<file path="src/shared/drive_opt_pkg.sv">
// Shared constants and types for the drive option strap logic
package drive_opt_pkg;

    // -------------------------------------------------------------
    // Clock and timing
    // -------------------------------------------------------------
    localparam int unsigned CLK_HZ = 40_000_000;
    localparam int unsigned INDEX_TIMEOUT_MS = 400;
    localparam int unsigned INDEX_TIMEOUT_CYC = (CLK_HZ / 1000) * INDEX_TIMEOUT_MS;
    localparam int unsigned ERASE_DELAY_US = 200;
    localparam int unsigned ERASE_DELAY_CYC = (CLK_HZ / 1_000_000) * ERASE_DELAY_US;
    localparam int unsigned STRAP_SETTLE_CYC = 8;

    // -------------------------------------------------------------
    // Modes
    // -------------------------------------------------------------
    typedef enum logic [1:0] {
        STEP_STD_3MS = 2'b00,
        STEP_SELF_SEEK = 2'b01,
        STEP_SLOW_6MS = 2'b10
    } step_mode_t;

    typedef enum logic [1:0] {
        RDY_STD = 2'b00,
        RDY_LATCH = 2'b01,
        RDY_FULL = 2'b10,
        RDY_SPIN = 2'b11
    } ready_mode_t;

    // -------------------------------------------------------------
    // Strap and pin bundles, most significant field first
    // -------------------------------------------------------------
    typedef struct packed {
        logic side_strap_std_a;
        logic side_strap_std_b;
        logic side_from_direction_strap;
        logic ready_alt_pin_strap;
        logic ready_std_pin_strap;
        logic ready_mode_strap_a;
        logic ready_mode_strap_b;
        logic motor_by_select_strap;
        logic slow_step_strap;
        logic self_seek_strap;
        logic stepper_gated_strap;
        logic stepper_always_strap;
        logic disk_present_out_strap;
        logic host_activity_in_strap;
        logic activity_path_strap;
        logic led_select_only_strap;
        logic door_lock_strap;
        logic solenoid_fitted_strap;
        logic protect_enable_strap;
        logic protect_inhibit_strap;
        logic tunnel_erase_strap;
        logic straddle_erase_strap;
    } straps_t;

    typedef struct packed {
        logic drive_sel_b;
        logic motor_on_b;
        logic direction_b;
        logic side_select_b;
        logic write_enable_b;
        logic door_lock_b;
        logic special_in_b;
        logic index_b;
        logic latch_closed;
        logic disk_present;
        logic write_protect;
        logic motor_at_speed;
    } pins_t;

    localparam int unsigned IN_W = $bits(straps_t) + $bits(pins_t);

endpackage

</file>
<file path="src/shared/pin_sync_if.sv">
// Carrier between the strap logic and its pin filter
`timescale 1ns/1ps
interface pin_sync_if #(parameter int W = 1);
    logic [W-1:0] raw;
    logic [W-1:0] clean;
    modport filt (input raw, output clean);
    modport user (output raw, input clean);
endinterface

</file>
<file path="src/verilog/pin_filter.sv">
// Three-stage pin synchroniser with agreement filter
`timescale 1ns/1ps
module pin_filter #(
    parameter int W = 1
) (
    input wire logic core_clk,
    input wire logic rst_b,
    pin_sync_if.filt sync
);
    // -------------------------------------------------------------
    // State
    // -------------------------------------------------------------
    typedef struct packed {
        logic [W-1:0] s1;
        logic [W-1:0] s2;
        logic [W-1:0] s3;
        logic [W-1:0] clean;
    } filt_state_t;

    filt_state_t q;
    filt_state_t d;

    if (W < 1) begin : g_bad_width
        $error("pin_filter width must be at least one");
    end

    // First stage feeds only the second; agreement of two and three counts
    always_comb begin
        d = q;
        d.s1 = sync.raw;
        d.s2 = q.s1;
        d.s3 = q.s2;
        for (int i = 0; i < W; i++) begin
            if (q.s2[i] == q.s3[i]) begin
                d.clean[i] = q.s3[i];
            end
        end
    end

    always_ff @(posedge core_clk) begin
        if (!rst_b) begin
            q <= '0;
        end else begin
            q <= d;
        end
    end

    assign sync.clean = q.clean;

endmodule

</file>
<file path="src/verilog/drive_option_strap_logic.sv">
// Strap-selected option logic of a flexible disk drive
`timescale 1ns/1ps

module drive_option_strap_logic #(
    parameter int unsigned INDEX_TIMEOUT_CYC = drive_opt_pkg::INDEX_TIMEOUT_CYC,
    parameter int unsigned ERASE_DELAY_CYC = drive_opt_pkg::ERASE_DELAY_CYC,
    parameter int unsigned STRAP_SETTLE_CYC = drive_opt_pkg::STRAP_SETTLE_CYC
) (
    input wire logic core_clk,
    input wire logic rst_b,
    input wire logic side_strap_std_a,
    input wire logic side_strap_std_b,
    input wire logic side_from_direction_strap,
    input wire logic ready_alt_pin_strap,
    input wire logic ready_std_pin_strap,
    input wire logic ready_mode_strap_a,
    input wire logic ready_mode_strap_b,
    input wire logic motor_by_select_strap,
    input wire logic slow_step_strap,
    input wire logic self_seek_strap,
    input wire logic stepper_gated_strap,
    input wire logic stepper_always_strap,
    input wire logic disk_present_out_strap,
    input wire logic host_activity_in_strap,
    input wire logic activity_path_strap,
    input wire logic led_select_only_strap,
    input wire logic door_lock_strap,
    input wire logic solenoid_fitted_strap,
    input wire logic protect_enable_strap,
    input wire logic protect_inhibit_strap,
    input wire logic tunnel_erase_strap,
    input wire logic straddle_erase_strap,
    input wire logic drive_sel_b,
    input wire logic motor_on_b,
    input wire logic direction_b,
    input wire logic side_select_b,
    input wire logic write_enable_b,
    input wire logic door_lock_b,
    input wire logic special_in_b,
    input wire logic index_b,
    input wire logic latch_closed,
    input wire logic disk_present,
    input wire logic write_protect,
    input wire logic motor_at_speed,
    output logic straps_valid,
    output logic head_side_one,
    output logic ready_alt_b,
    output logic ready_alt_oe,
    output logic ready_std_b,
    output logic ready_std_oe,
    output logic motor_enable,
    output drive_opt_pkg::step_mode_t step_mode,
    output logic stepper_power,
    output logic special_out_b,
    output logic special_oe,
    output logic activity_led,
    output logic door_solenoid,
    output logic write_gate,
    output logic erase_gate
);
    import drive_opt_pkg::*;

    // -------------------------------------------------------------
    // Sizes and limits
    // -------------------------------------------------------------
    localparam int IDX_W = $clog2(INDEX_TIMEOUT_CYC);
    localparam int ERA_W = $clog2(ERASE_DELAY_CYC);
    localparam int SET_W = $clog2(STRAP_SETTLE_CYC);
    localparam logic [IDX_W-1:0] IDX_LAST = IDX_W'(INDEX_TIMEOUT_CYC - 1);
    localparam logic [ERA_W-1:0] ERA_LAST = ERA_W'(ERASE_DELAY_CYC - 1);
    localparam logic [SET_W-1:0] SET_LAST = SET_W'(STRAP_SETTLE_CYC - 1);

    if (INDEX_TIMEOUT_CYC < 2 || ERASE_DELAY_CYC < 2 || STRAP_SETTLE_CYC < 6) begin : g_bad_counts
        $error("timeout and delay counts too small for the counters");
    end

    // -------------------------------------------------------------
    // State
    // -------------------------------------------------------------
    typedef struct packed {
        logic [SET_W-1:0] settle;
        logic valid;
        straps_t straps;
        logic sel_prev;
        logic stale;
        logic idx_prev_b;
        logic [IDX_W-1:0] idx_timer;
        logic idx_seen;
        logic [ERA_W-1:0] erase_cnt;
        logic side_one;
        logic ready;
        logic ready_alt_b;
        logic ready_alt_oe;
        logic ready_std_b;
        logic ready_std_oe;
        logic motor_en;
        step_mode_t step_mode;
        logic stepper_pwr;
        logic special_b;
        logic special_oe;
        logic led_on;
        logic door_sol;
        logic write_gate;
        logic erase_on;
    } state_t;

    state_t q;
    state_t d;

    function automatic step_mode_t step_sel(input logic slow, input logic seek);
        case ({slow, seek})
            2'b01: step_sel = STEP_SELF_SEEK;
            2'b10: step_sel = STEP_SLOW_6MS;
            default: step_sel = STEP_STD_3MS;
        endcase
    endfunction

    // -------------------------------------------------------------
    // Pin synchronisation
    // -------------------------------------------------------------
    pin_sync_if #(.W(IN_W)) sync ();

    assign sync.raw = {side_strap_std_a, side_strap_std_b, side_from_direction_strap, ready_alt_pin_strap,
                       ready_std_pin_strap, ready_mode_strap_a, ready_mode_strap_b, motor_by_select_strap,
                       slow_step_strap, self_seek_strap, stepper_gated_strap, stepper_always_strap,
                       disk_present_out_strap, host_activity_in_strap, activity_path_strap, led_select_only_strap,
                       door_lock_strap, solenoid_fitted_strap, protect_enable_strap, protect_inhibit_strap,
                       tunnel_erase_strap, straddle_erase_strap, drive_sel_b, motor_on_b, direction_b, side_select_b,
                       write_enable_b, door_lock_b, special_in_b, index_b, latch_closed, disk_present, write_protect,
                       motor_at_speed};

    pin_filter #(.W(IN_W)) u_filter (
        .core_clk(core_clk),
        .rst_b(rst_b),
        .sync(sync)
    );

    straps_t st_in, st;
    pins_t sg;

    assign {st_in, sg} = sync.clean;
    assign st = q.straps;

    // -------------------------------------------------------------
    // Derived conditions
    // -------------------------------------------------------------
    logic selected, sel_rise, idx_lead, spin_ok, cond, needs_toggle, protect_on, use_dir, tunnel, gate_now;
    ready_mode_t mode;

    assign selected = ~sg.drive_sel_b;
    assign sel_rise = selected & ~q.sel_prev;
    assign idx_lead = q.idx_prev_b & ~sg.index_b;
    assign spin_ok = q.idx_seen & q.motor_en & sg.motor_at_speed;
    assign mode = ready_mode_t'({st.ready_mode_strap_b, st.ready_mode_strap_a});
    assign needs_toggle = (mode == RDY_STD) || (mode == RDY_FULL);
    // Direction line counts unless both standard side straps are also fitted
    assign use_dir = st.side_from_direction_strap & ~(st.side_strap_std_a & st.side_strap_std_b);
    assign protect_on = ~(st.protect_inhibit_strap & ~st.protect_enable_strap);
    assign tunnel = st.tunnel_erase_strap & ~st.straddle_erase_strap;
    assign gate_now = q.valid & selected & ~sg.write_enable_b
                      & ~(protect_on & sg.write_protect);

    always_comb begin
        case (mode)
            RDY_STD: cond = sg.latch_closed & sg.disk_present;
            RDY_LATCH: cond = sg.latch_closed;
            RDY_FULL: cond = sg.latch_closed & sg.disk_present & spin_ok;
            RDY_SPIN: cond = sg.latch_closed & spin_ok;
            default: cond = 1'b0;
        endcase
    end

    // -------------------------------------------------------------
    // Next state
    // -------------------------------------------------------------
    always_comb begin
        d = q;
        d.sel_prev = selected;
        d.idx_prev_b = sg.index_b;

        // One capture after reset, then frozen until the next reset
        if (!q.valid) begin
            if (q.settle == SET_LAST) begin
                d.valid = 1'b1;
                d.straps = st_in;
            end else begin
                d.settle = q.settle + 1'b1;
            end
        end

        // Index presence: lost after a full timeout with no leading edge
        if (idx_lead) begin
            d.idx_timer = '0;
            d.idx_seen = 1'b1;
        end else if (q.idx_timer == IDX_LAST) begin
            d.idx_seen = 1'b0;
        end else begin
            d.idx_timer = q.idx_timer + 1'b1;
        end

        // Removal or change marks ready stale; loss wins over a toggle
        if (sel_rise) begin
            d.stale = 1'b0;
        end
        if (!cond) begin
            d.stale = 1'b1;
        end
        d.ready = q.valid & cond & (~needs_toggle | ~q.stale);

        d.ready_alt_oe = q.valid & st.ready_alt_pin_strap;
        d.ready_alt_b = ~(d.ready & st.ready_alt_pin_strap);
        d.ready_std_oe = q.valid & st.ready_std_pin_strap;
        d.ready_std_b = ~(d.ready & st.ready_std_pin_strap);

        d.side_one = q.valid & (use_dir ? ~sg.direction_b : ~sg.side_select_b);
        d.motor_en = q.valid & (~sg.motor_on_b | (st.motor_by_select_strap & selected));
        d.step_mode = step_sel(st.slow_step_strap, st.self_seek_strap);
        // Host must recalibrate after reselect when power is gated
        d.stepper_pwr = q.valid & (st.stepper_always_strap | ~st.stepper_gated_strap | selected);

        d.special_oe = q.valid & st.disk_present_out_strap & ~st.host_activity_in_strap;
        d.special_b = ~sg.disk_present;
        d.led_on = q.valid & selected & (st.led_select_only_strap
                   | ~(st.activity_path_strap & st.host_activity_in_strap)
                   | ~sg.special_in_b);
        d.door_sol = q.valid & st.door_lock_strap & st.solenoid_fitted_strap & ~sg.door_lock_b;
        d.write_gate = gate_now;

        // Tunnel erase trails the write gate on both edges
        if (!tunnel) begin
            d.erase_on = gate_now;
            d.erase_cnt = '0;
        end else if (q.write_gate == q.erase_on) begin
            d.erase_cnt = '0;
        end else if (q.erase_cnt == ERA_LAST) begin
            d.erase_on = q.write_gate;
            d.erase_cnt = '0;
        end else begin
            d.erase_cnt = q.erase_cnt + 1'b1;
        end
    end

    always_ff @(posedge core_clk) begin
        if (!rst_b) begin
            q <= '0;
            q.stale <= 1'b1;
            q.ready_alt_b <= 1'b1;
            q.ready_std_b <= 1'b1;
            q.special_b <= 1'b1;
        end else begin
            q <= d;
        end
    end

    // -------------------------------------------------------------
    // Outputs
    // -------------------------------------------------------------
    assign straps_valid = q.valid;
    assign head_side_one = q.side_one;
    assign ready_alt_b = q.ready_alt_b;
    assign ready_alt_oe = q.ready_alt_oe;
    assign ready_std_b = q.ready_std_b;
    assign ready_std_oe = q.ready_std_oe;
    assign motor_enable = q.motor_en;
    assign step_mode = q.step_mode;
    assign stepper_power = q.stepper_pwr;
    assign special_out_b = q.special_b;
    assign special_oe = q.special_oe;
    assign activity_led = q.led_on;
    assign door_solenoid = q.door_sol;
    assign write_gate = q.write_gate;
    assign erase_gate = q.erase_on;
endmodule

</file>
<file path="config.mk">
export PLATFORM = sky130hd
export DESIGN_NAME = drive_option_strap_logic
export DESIGN_NICKNAME = d
export VERILOG_FILES = /design/src/shared/drive_opt_pkg.sv /design/src/shared/pin_sync_if.sv /design/src/verilog/pin_filter.sv /design/src/verilog/drive_option_strap_logic.sv
export SDC_FILE = /design/constraint.sdc
export NUM_CORES = 1
export LEC_CHECK = 0
export BUFFER_PORTS_ARGS = -buffer_cell sky130_fd_sc_hd__buf_2
export CAP_MARGIN = 20
export CORE_MARGIN = 2
export CORE_UTILIZATION = 53
export DETAILED_ROUTE_END_ITERATION = 16
export GPL_TIMING_DRIVEN = 0
export HOLD_SLACK_MARGIN = 0.12
export PLACE_DENSITY_LB_ADDON = 0.3
export REMOVE_ABC_BUFFERS = 1
export SLEW_MARGIN = 20
export SYNTH_ARGS = -nofsm -noshare
export SYNTH_HDL_FRONTEND = slang
export SYNTH_SLANG_ARGS = --single-unit
</file>
<file path="constraint.sdc">
create_clock -name core_clk -period 1.69 [get_ports core_clk]
set_input_delay 0.169 -clock core_clk [delete_from_list [all_inputs] [get_ports core_clk]]
set_output_delay 0.169 -clock core_clk [all_outputs]
set_load 0.02 [all_outputs]
</file>
==> results_dict.tcl, run 1 <==
set metrics [dict create \
    outcome "complete, but fails checks" \
    violations "negative setup slack" \
    finalWorstSetupSlack_ps -139 \
    seq_area_frac_synth 0.587 \
    ant_nets 0 \
    vias 5359 \
    track_usage 0.176 \
    place_inst 943 \
    min-delay-start "rst_b" \
    synth-edff-count 0 \
    synth_top_family_by_area "simple AND/OR/NAND/NOR gates" \
    fin_skew_ps 14.2 \
    final_cell_mix "dfxtp_1 (204), and2_1 (105), nand2_1 (103)" \
    cts_tree "done" \
    first_pass_iters 5 \
    startpoint "q[42]" \
    fin_nets 873 \
    min_path_type "in -> reg" \
    synth-main-ff-cell "dfxtp_1" \
    drt_iter0_drc 272 \
    fmax_mhz 547 \
    grt_max_degree 93 \
    vias_per_cell 5.21 \
    cts-root-buf "clkbuf_16" \
    slew_headroom 0.416 \
    power_uw 10300 \
    drv_cap 0 \
    slowest_stage "or4b_4" \
    syn_avg_cell_area_sq_um 10.0 \
    ys_ff_latch 218 \
    wirelength_microns 13400 \
    syn_inst 744 \
    crit_family "simple AND/OR/NAND/NOR gates" \
    whs_path_depth 2 \
    clk_latency_ps 500 \
    synthSimpleGateAreaFrac 0.226 \
    cts_sinks 218 \
    cts_made_buffers 22 \
    fin_cells 1029 \
    core-area_sq_um 13800 \
    r2r_start "q[42]" \
    reg2reg_depth 5 \
    min_period_ps 1830 \
    cp_cell_sequence "or4b_4 -> nor4_4 -> buf_6 -> a21oi_2 -> mux2i_1" \
    die-area_sq_um 15000 \
    start_util 0.540 \
    cts_buffer_depth 3 \
    period_share 1.08 \
    synthAdderAreaFrac 0.00673 \
    r2r_end "q[33]" \
    layout_commonest_cell "dfxtp_1" \
    rrSetupSlack_ps -140 \
    max-vdd-ir-drop_uv 942 \
    synth_cell_types 49 \
    post-dp-hpwl_microns 7830 \
    setup_violations 14 \
    min_to "u_filter.sync.clean[32]" \
    synth_compound_area_frac 0.131 \
    grt_remaining_overflow 0 \
    hold_viol 0 \
    muxShareOfSynthArea 0.00807 \
    path_clk_slew_ps 60 \
    cp_num_buf_inv 1 \
    synth_xor_area_frac 0.0165 \
    clock_power_share 0.457 \
    ys_warn_count 0 \
    p_switching_uw 2070 \
    startpoint_type "register" \
    n_antenna_cell 0 \
    end_kind "register" \
    tightest_slew_ps 876 \
    rsz0062_at_grt "yes" \
    ys_async_sr_fraction 0 \
    gp_routability_congestion 0.771 \
    cp_max_fo 8 \
    port_buffers 51 \
    top_level_ports 52 \
    cp.arrival_ps 2230 \
    finalMaxSlewViolations 0 \
    power.leakage_uw 0.00340 \
    die_w_microns 122 \
    cpPeakStageDelay_ps 540 \
    avgRoutedWirePerCell_microns 13.1 \
    setup.worst_path.class "reg -> reg" \
    p_seq_frac 0.513 \
    syn_area_sq_um 7440 \
    switching_share 0.200 \
    pwr-share-comb 0.030 \
    intPower_uw 8260 \
    grt_pass1_wl_microns 21700 \
    first_global_vias 4995 \
    drcViolationCount 0 \
    h-tree-depth 1 \
    utilization 0.667 \
    cp_data_required_time_ps 2090 \
    power_density_nw_per_um2 1120 \
    areaGrowthSynthToFinish_pct 23.5 \
    rows 43 \
    antenna_found_initial 0 \
    drive_gt1_frac 0.185 \
    die_h_microns 122 \
]
==> worst max-delay path by stage <==
stage	endpoint	slack [ps]	cells after the start
6_report	q[33]	-140	5
5_1_grt	q[33]	-190	5
4_1_cts	q[33]	-100	5
3_5_place_dp	q[32]	-410	5
3_3_place_gp	q[36]	-1460	3
2_1_floorplan	q[32]	-850	4
==> sequential cells by signal, summed over array words and instances, names as in the netlist, 2 cells and up <==
register and count:
u_filter.d 68, q 64, u_filter.q 34, u_filter.sync.clean 34, mode 2, step_mode 2
==> synthesized netlist by cell type, drive strengths merged (2+ instances only) <==
cell,count,area (sq um)
or4,10,75.1
nand2,105,394
clkbuf,28,106
and3,4,25.0
inv,7,26.3
nor3,6,40.0
dfxtp,218,4360
a21bo,2,20.0
and4,4,35.0
xor2,3,26.3
nand3,16,90.1
nor3b,2,15.0
nor4,7,50.1
o21ai,42,210
a21oi,26,153
a21boi,62,469
a31oi,2,12.5
mux2i,6,60.1
nand2b,8,50.1
o31ai,9,67.6
buf,7,56.3
and2,105,657
nand4,9,56.3
xnor2,11,96.3
or3,5,31.3
ha,4,50.1
nor2b,6,37.5
nor2,19,71.3
==> per-layer routing <==
layer  global-route usage  wire length [microns]  up-vias
li1                     -                      -     2682
met1                0.208                   5860     2539
met2                0.316                   6780      116
met3               0.0330                    555       22
met4               0.0632                    236        0
met5                    0                      0        -
==> metrics by stage <==
stage	TNS, ps	hold slack [ps]	instance area (sq um)	setup slack, ps
floorplan	-11650	238	7280	-851
global placement	-132120	373	7760	-1460
detailed placement	-10500	378	7830	-405
CTS	-899	124	9060	-95.6
global route	-2080	155	9190	-189
finish	-1330	119	9190	-139
==> cell families (layout without fill, tap and decap cells) <==
| family | after synthesis | after routing |
|---|---|---|
| simple gates | 312 | 312 |
| buf+inv | 42 | 147 |
| mux | 6 | 6 |
| xor+xnor | 14 | 14 |
| flops | 218 | 218 |
| compound gates | 148 | 148 |
| fa+ha+maj | 4 | 4 |
==> final cells by class <==
| class | count | area [sq um] |
|---|---|---|
| fillers | 1093 | 4590 |
| flip-flops and latches | 218 | 4390 |
| multi-input cells | 484 | 3070 |
| repair buffers | 100 | 752 |
| clock buffers | 32 | 648 |
| well taps | 180 | 225 |
| clock inverters | 8 | 78.8 |
| inverters | 7 | 26.3 |
==> power groups by stage <==
stage | logic [uW] | registers (uW) | clock network, uW
CTS | 308 | 5300 | 4820
finish | 308 | 5300 | 4720
global placement | 223 | 5410 | 0
floorplan | 124 | 5400 | 0
detailed placement | 236 | 5420 | 0
global route | 345 | 5310 | 5020
==> worst reg2reg max path: cells and delay by family (launching register included) <==
kind / cells / cell delay (ps)
mux: 1 / 200
buf+inv: 1 / 210
simple gates: 2 / 930
flops: 1 / 340
compound gates: 1 / 70
==> repair_timing <==
item	in CTS	in global routing
resized for setup	31	28
setup endpoints to repair	59	47
hold buffers	35	0
endpoints found under the hold margin	36	0
pin swaps	17	11
setup buffers	5	5
cloned	1	0
(Power assumes the default switching activity.)
==> inputs of run 2 (changes only) <==
--- a/config.mk
+++ b/config.mk
@@ -5,14 +5,14 @@
 export SDC_FILE = /design/constraint.sdc
 export NUM_CORES = 1
 export LEC_CHECK = 0
-export BUFFER_PORTS_ARGS = -buffer_cell sky130_fd_sc_hd__buf_2
 export CAP_MARGIN = 20
 export CORE_MARGIN = 2
-export CORE_UTILIZATION = 53
+export CORE_UTILIZATION = 56
 export DETAILED_ROUTE_END_ITERATION = 16
-export GPL_TIMING_DRIVEN = 0
+export DONT_BUFFER_PORTS = 1
 export HOLD_SLACK_MARGIN = 0.12
 export PLACE_DENSITY_LB_ADDON = 0.3
+export RECOVER_POWER = 50
 export REMOVE_ABC_BUFFERS = 1
 export SLEW_MARGIN = 20
 export SYNTH_ARGS = -nofsm -noshare
==> run 2 against run 1 <==
  * The flow still finishes with violations (negative setup slack)
  * Largest power group unchanged
  * Utilization increased by 7.4 points
  * Clock power decreased by 2%
  * Die area decreased by 5.2%
  * Setup slack improved by 76 ps
  * Final area increased by 5.5%
  * Routed wire length increased by 13%
  * Critical path type unchanged
  * Flip-flop and latch count unchanged
  * Highest routed layer unchanged
  * Via count increased by 4.0%
==> results_dict.tcl, run 2 (same netlist as run 1, synthesis figures left out) <==
set metrics [dict create \
    first_pass_iters 5 \
    cp.arrival_ps 2140 \
    min_period_ps 1750 \
    final-seq-area_sq_um 4370 \
    vias 5575 \
    ant_nets 0 \
    gp_routability_congestion 0.756 \
    drive_gt1_frac 0.139 \
    drv_cap 0 \
    core-area_sq_um 13100 \
    cpPeakStageDelay_ps 550 \
    final_cell_mix "dfxtp_1 (215), nand2_1 (104), dlygate4sd3_1 (91)" \
    cp_data_required_time_ps 2080 \
    rsz0062_at_grt "yes" \
    finalMaxSlewViolations 0 \
    die_h_microns 119 \
    die-area_sq_um 14200 \
    slowest_stage "or4b_4" \
    power_uw 10300 \
    largest_register_ffs 68 \
    track_usage 0.209 \
    whs_ps 301 \
    utilization 0.741 \
    fin_cells 1062 \
    cts-root-buf "clkbuf_16" \
    port_buffers 0 \
    rows 42 \
    layout_commonest_cell "dfxtp_1" \
    period_share 1.04 \
    cts_buffer_depth 3 \
    die_w_microns 119 \
    grt_remaining_overflow 0 \
    cts_tree "done" \
    drt_iter0_drc 378 \
    areaGrowthSynthToFinish_pct 30.3 \
    h-tree-depth 1 \
    start_util 0.569 \
    wirelength_microns 15100 \
    fin_nets 912 \
    setup.worst_path.class "reg -> reg" \
    cts_made_buffers 22 \
    multi_input_area_sq_um 3050 \
    cp_max_fo 5 \
    max-vdd-ir-drop_uv 939 \
    avgRoutedWirePerCell_microns 14.2 \
    pre_cts_ws_ps -111 \
    fill_cells 883 \
    startpoint_type "register" \
    min_path_type "in -> reg" \
    hold_viol 0 \
    power_density_nw_per_um2 1060 \
    whs_path_depth 2 \
    first_global_vias 5430 \
    grt_max_degree 122 \
    cp_cell_sequence "or4b_4 -> nor4_4 -> buf_6 -> buf_8 -> a21boi_2 -> o21a_1" \
    vias_per_cell 5.25 \
    place_inst 928 \
    top_level_ports 52 \
    tightest_slew_ps 535 \
    slew_headroom 0.643 \
    grt_pass1_wl_microns 24800 \
    outcome "complete, but fails checks" \
    finalWorstSetupSlack_ps -63.3 \
    post-dp-hpwl_microns 8120 \
    antenna_found_initial 0 \
    path_clk_slew_ps 60 \
    clk_latency_ps 500 \
    setup_violations 14 \
    cts_sinks 218 \
    fin_skew_ps 13.4 \
    reg2reg_depth 6 \
    fmax_mhz 570 \
    drcViolationCount 0 \
    n_antenna_cell 0 \
    power.leakage_uw 0.00363 \
    violations "negative setup slack" \
    end_kind "register" \
]
-- run 2: power breakdown --
group	total, uW	internal, uW	switching (uW)
Sequential	5300	5260	47.7
Combinational	353	229	124
Clock	4630	2740	1890
Total	10300	8230	2060
-- run 2: cell type report --
| cell class | count | share of cell area |
|---|---|---|
| sequential | 218 | 0.451 |
| multi-input combinational | 484 | 0.314 |
| timing repair buffer | 139 | 0.137 |
| clock buffer | 34 | 0.0697 |
| tap | 176 | 0.0227 |
| clock inverter | 4 | 0.00323 |
| inverter | 7 | 0.00271 |
-- run 2: worst max-delay path, delay by kind of cell, from the launching register on --
kind	cells	cell delay (ps)
simple gates	2	820
flops	1	320
buf+inv	2	300
compound gates	2	210
-- run 2: final timing paths --
path / slack [ps] / start / endpoint
min reg2reg: 430 / u_filter.d[70] / u_filter.d[36]
max: -60 / q[44] / q[29]
min: 300 / rst_b / special_out_b
max reg2reg: -60 / q[44] / q[29]
-- run 2: what timing repair did --
action / CTS / global route
setup buffers: 0 / 1
hold buffers: 92 / 0
pin swaps: 1 / 15
endpoints found under the hold margin: 208 / 0
gates cloned: 2 / 1
endpoints found under the setup margin: 21 / 23
resized for setup: 13 / 34
-- run 2: metal layers --
metal  share of wire  routed length (microns)  track usage  up-vias
li1                -                        -            -     2764
met1            0.43                     6500        0.258     2608
met2            0.50                     7570        0.374      163
met3           0.044                      671       0.0345       40
met4           0.025                      374       0.0625        0
met5               0                        0            0        -
-- run 2: per-stage QoR --
step	setup TNS, ps	cell area [sq um]
2_1_floorplan	-11650	7280
3_3_place_gp	-108	7840
3_5_place_dp	-904	7840
4_1_cts	-607	9550
5_1_grt	-1150	9700
6_report	-417	9700
==> inputs of run 3 (changes only) <==
--- a/config.mk
+++ b/config.mk
@@ -8,6 +8,7 @@
 export CAP_MARGIN = 20
 export CORE_MARGIN = 2
 export CORE_UTILIZATION = 56
+export CTS_CLUSTER_SIZE = 20
 export DETAILED_ROUTE_END_ITERATION = 16
 export DONT_BUFFER_PORTS = 1
 export HOLD_SLACK_MARGIN = 0.12
@@ -18,3 +19,4 @@
 export SYNTH_ARGS = -nofsm -noshare
 export SYNTH_HDL_FRONTEND = slang
 export SYNTH_SLANG_ARGS = --single-unit
+export TNS_END_PERCENT = 10
==> run 3 against run 2 <==
  * The flow still finishes with violations (negative setup slack)
  * Non-clock buffer count unchanged
  * Power is essentially flat
  * Flip-flop and latch count stayed put
  * Final cell count unchanged
  * Routed wire length shrank 0.43%
  * Largest power group unchanged
==> results_dict.tcl, run 3 (same netlist as run 1, synthesis figures left out) <==
set metrics [dict create \
    die_h_microns 119 \
    cp_max_fo 5 \
    startpoint_type "register" \
    whs_ps 301 \
    reg2reg_depth 6 \
    final.setup.tns_ps -656 \
    layout_commonest_cell "dfxtp_1" \
    r2r_start "q[44]" \
    clk_latency_ps 500 \
    top_level_ports 52 \
    power_density_nw_per_um2 1070 \
    track_usage 0.209 \
    setup.worst_path.class "reg -> reg" \
    tightest_slew_ps 535 \
    areaGrowthSynthToFinish_pct 29.7 \
    final_cell_mix "dfxtp_1 (217), nand2_1 (104), dlygate4sd3_1 (91)" \
    n_antenna_cell 0 \
    first_global_vias 5431 \
    finalWorstSetupSlack_ps -86.6 \
    cts_buffer_depth 3 \
    rsz0062_at_grt "yes" \
    ant_nets 0 \
    hold_viol 0 \
    slowest_stage "or4b_4" \
    wirelength_microns 15100 \
    post-dp-hpwl_microns 8120 \
    die_w_microns 119 \
    cts-root-buf "clkbuf_16" \
    rrSetupSlack_ps -90 \
    endpoint "q[29]" \
    utilization 0.738 \
    pre_cts_ws_ps -111 \
    rows 42 \
    fin_nets 912 \
    r2r_end "q[29]" \
    grt_max_degree 122 \
    cts_sinks 218 \
    cp_cell_sequence "or4b_4 -> nor4_4 -> buf_4 -> buf_6 -> a21boi_2 -> o21a_1" \
    min_path_type "in -> reg" \
    antenna_found_initial 0 \
    max-vdd-ir-drop_uv 943 \
    period_share 1.05 \
    largest_register_ffs 68 \
    power_uw 10300 \
    die-area_sq_um 14200 \
    final-seq-area_sq_um 4370 \
    cts_tree "done" \
    grt_pass1_wl_microns 24800 \
    h-tree-depth 1 \
    grt_remaining_overflow 0 \
    cp_data_required_time_ps 2080 \
    setup_violations 13 \
    fill_cells 894 \
    vias_per_cell 5.25 \
    vias 5571 \
    gp_routability_congestion 0.756 \
    cts_made_buffers 22 \
    drt_iter0_drc 362 \
    drive_gt1_frac 0.135 \
    finalMaxSlewViolations 0 \
    cpPeakStageDelay_ps 550 \
    path_clk_slew_ps 60 \
    min_period_ps 1780 \
    end_kind "register" \
    drv_cap 0 \
    multi_input_area_sq_um 3020 \
    core-area_sq_um 13100 \
    start_util 0.569 \
    startpoint "q[44]" \
    port_buffers 0 \
    outcome "complete, but fails checks" \
    drcViolationCount 0 \
    violations "negative setup slack" \
    avgRoutedWirePerCell_microns 14.2 \
    fmax_mhz 563 \
    fin_skew_ps 16.3 \
    cp.arrival_ps 2170 \
    slew_headroom 0.643 \
    first_pass_iters 5 \
    power.leakage_uw 0.00362 \
]
-- run 3: cell counts in the layout (fill, tap and decap cells not counted) --
Identical to the previous run, type by type.
-- run 3: worst max-delay path, delay by kind of cell (launching register included) --
kind / cells / cell delay (ps)
simple gates: 2 / 800
buf+inv: 2 / 350
flops: 1 / 320
compound gates: 2 / 210
-- run 3: final cells by class --
class	instances	share of cell area
Sequential cell	218	0.452
Multi-Input combinational cell	484	0.312
Timing Repair Buffer	139	0.137
Clock buffer	34	0.0700
Tap cell	176	0.0228
Clock inverter	4	0.00324
Inverter	7	0.00272
-- run 3: worst min path at each step --
stage / startpoint / slack [ps] / end / depth (start not counted)
floorplan: rst_b / 240 / special_out_b / 1
global placement: rst_b / 260 / special_out_b / 1
detailed placement: rst_b / 260 / special_out_b / 1
CTS: rst_b / 280 / special_out_b / 2
global route: rst_b / 280 / special_out_b / 2
finish: rst_b / 300 / special_out_b / 2
-- run 3: through the flow --
step,cells,instance area [sq um]
2_1_floorplan,709,7280
5_1_grt,1062,9650
6_report,1062,9650
3_5_place_dp,928,7840
4_1_cts,1060,9550
3_3_place_gp,928,7840
-- run 3: report_power, final --
| part | internal (uW) | leakage [uW] | switching [uW] | total (uW) |
|---|---|---|---|---|
| Combinational | 229 | 0.00149 | 124 | 353 |
| Clock | 2740 | 0.000352 | 1880 | 4630 |
| Sequential | 5260 | 0.00178 | 48.0 | 5300 |
| Total | 8230 | 0.00362 | 2060 | 10300 |
-- run 3: routing by layer --
metal / part of all wire / GRT usage / up-vias
met3: 0.038 / 0.0345 / 29
met2: 0.51 / 0.375 / 127
met1: 0.43 / 0.257 / 2650
met4: 0.022 / 0.0625 / 0
met5: 0 / 0 / -
li1: - / - / 2765
-- run 3: repair_timing --
item                                    in CTS  in global routing
hold buffers                                92                  0
buffers inserted                             0                  1
gates resized for setup                     13                 25
pin swaps                                    2                 12
hold endpoints to repair                   208                  0
endpoints found under the setup margin      21                 23
gates cloned                                 2                  1
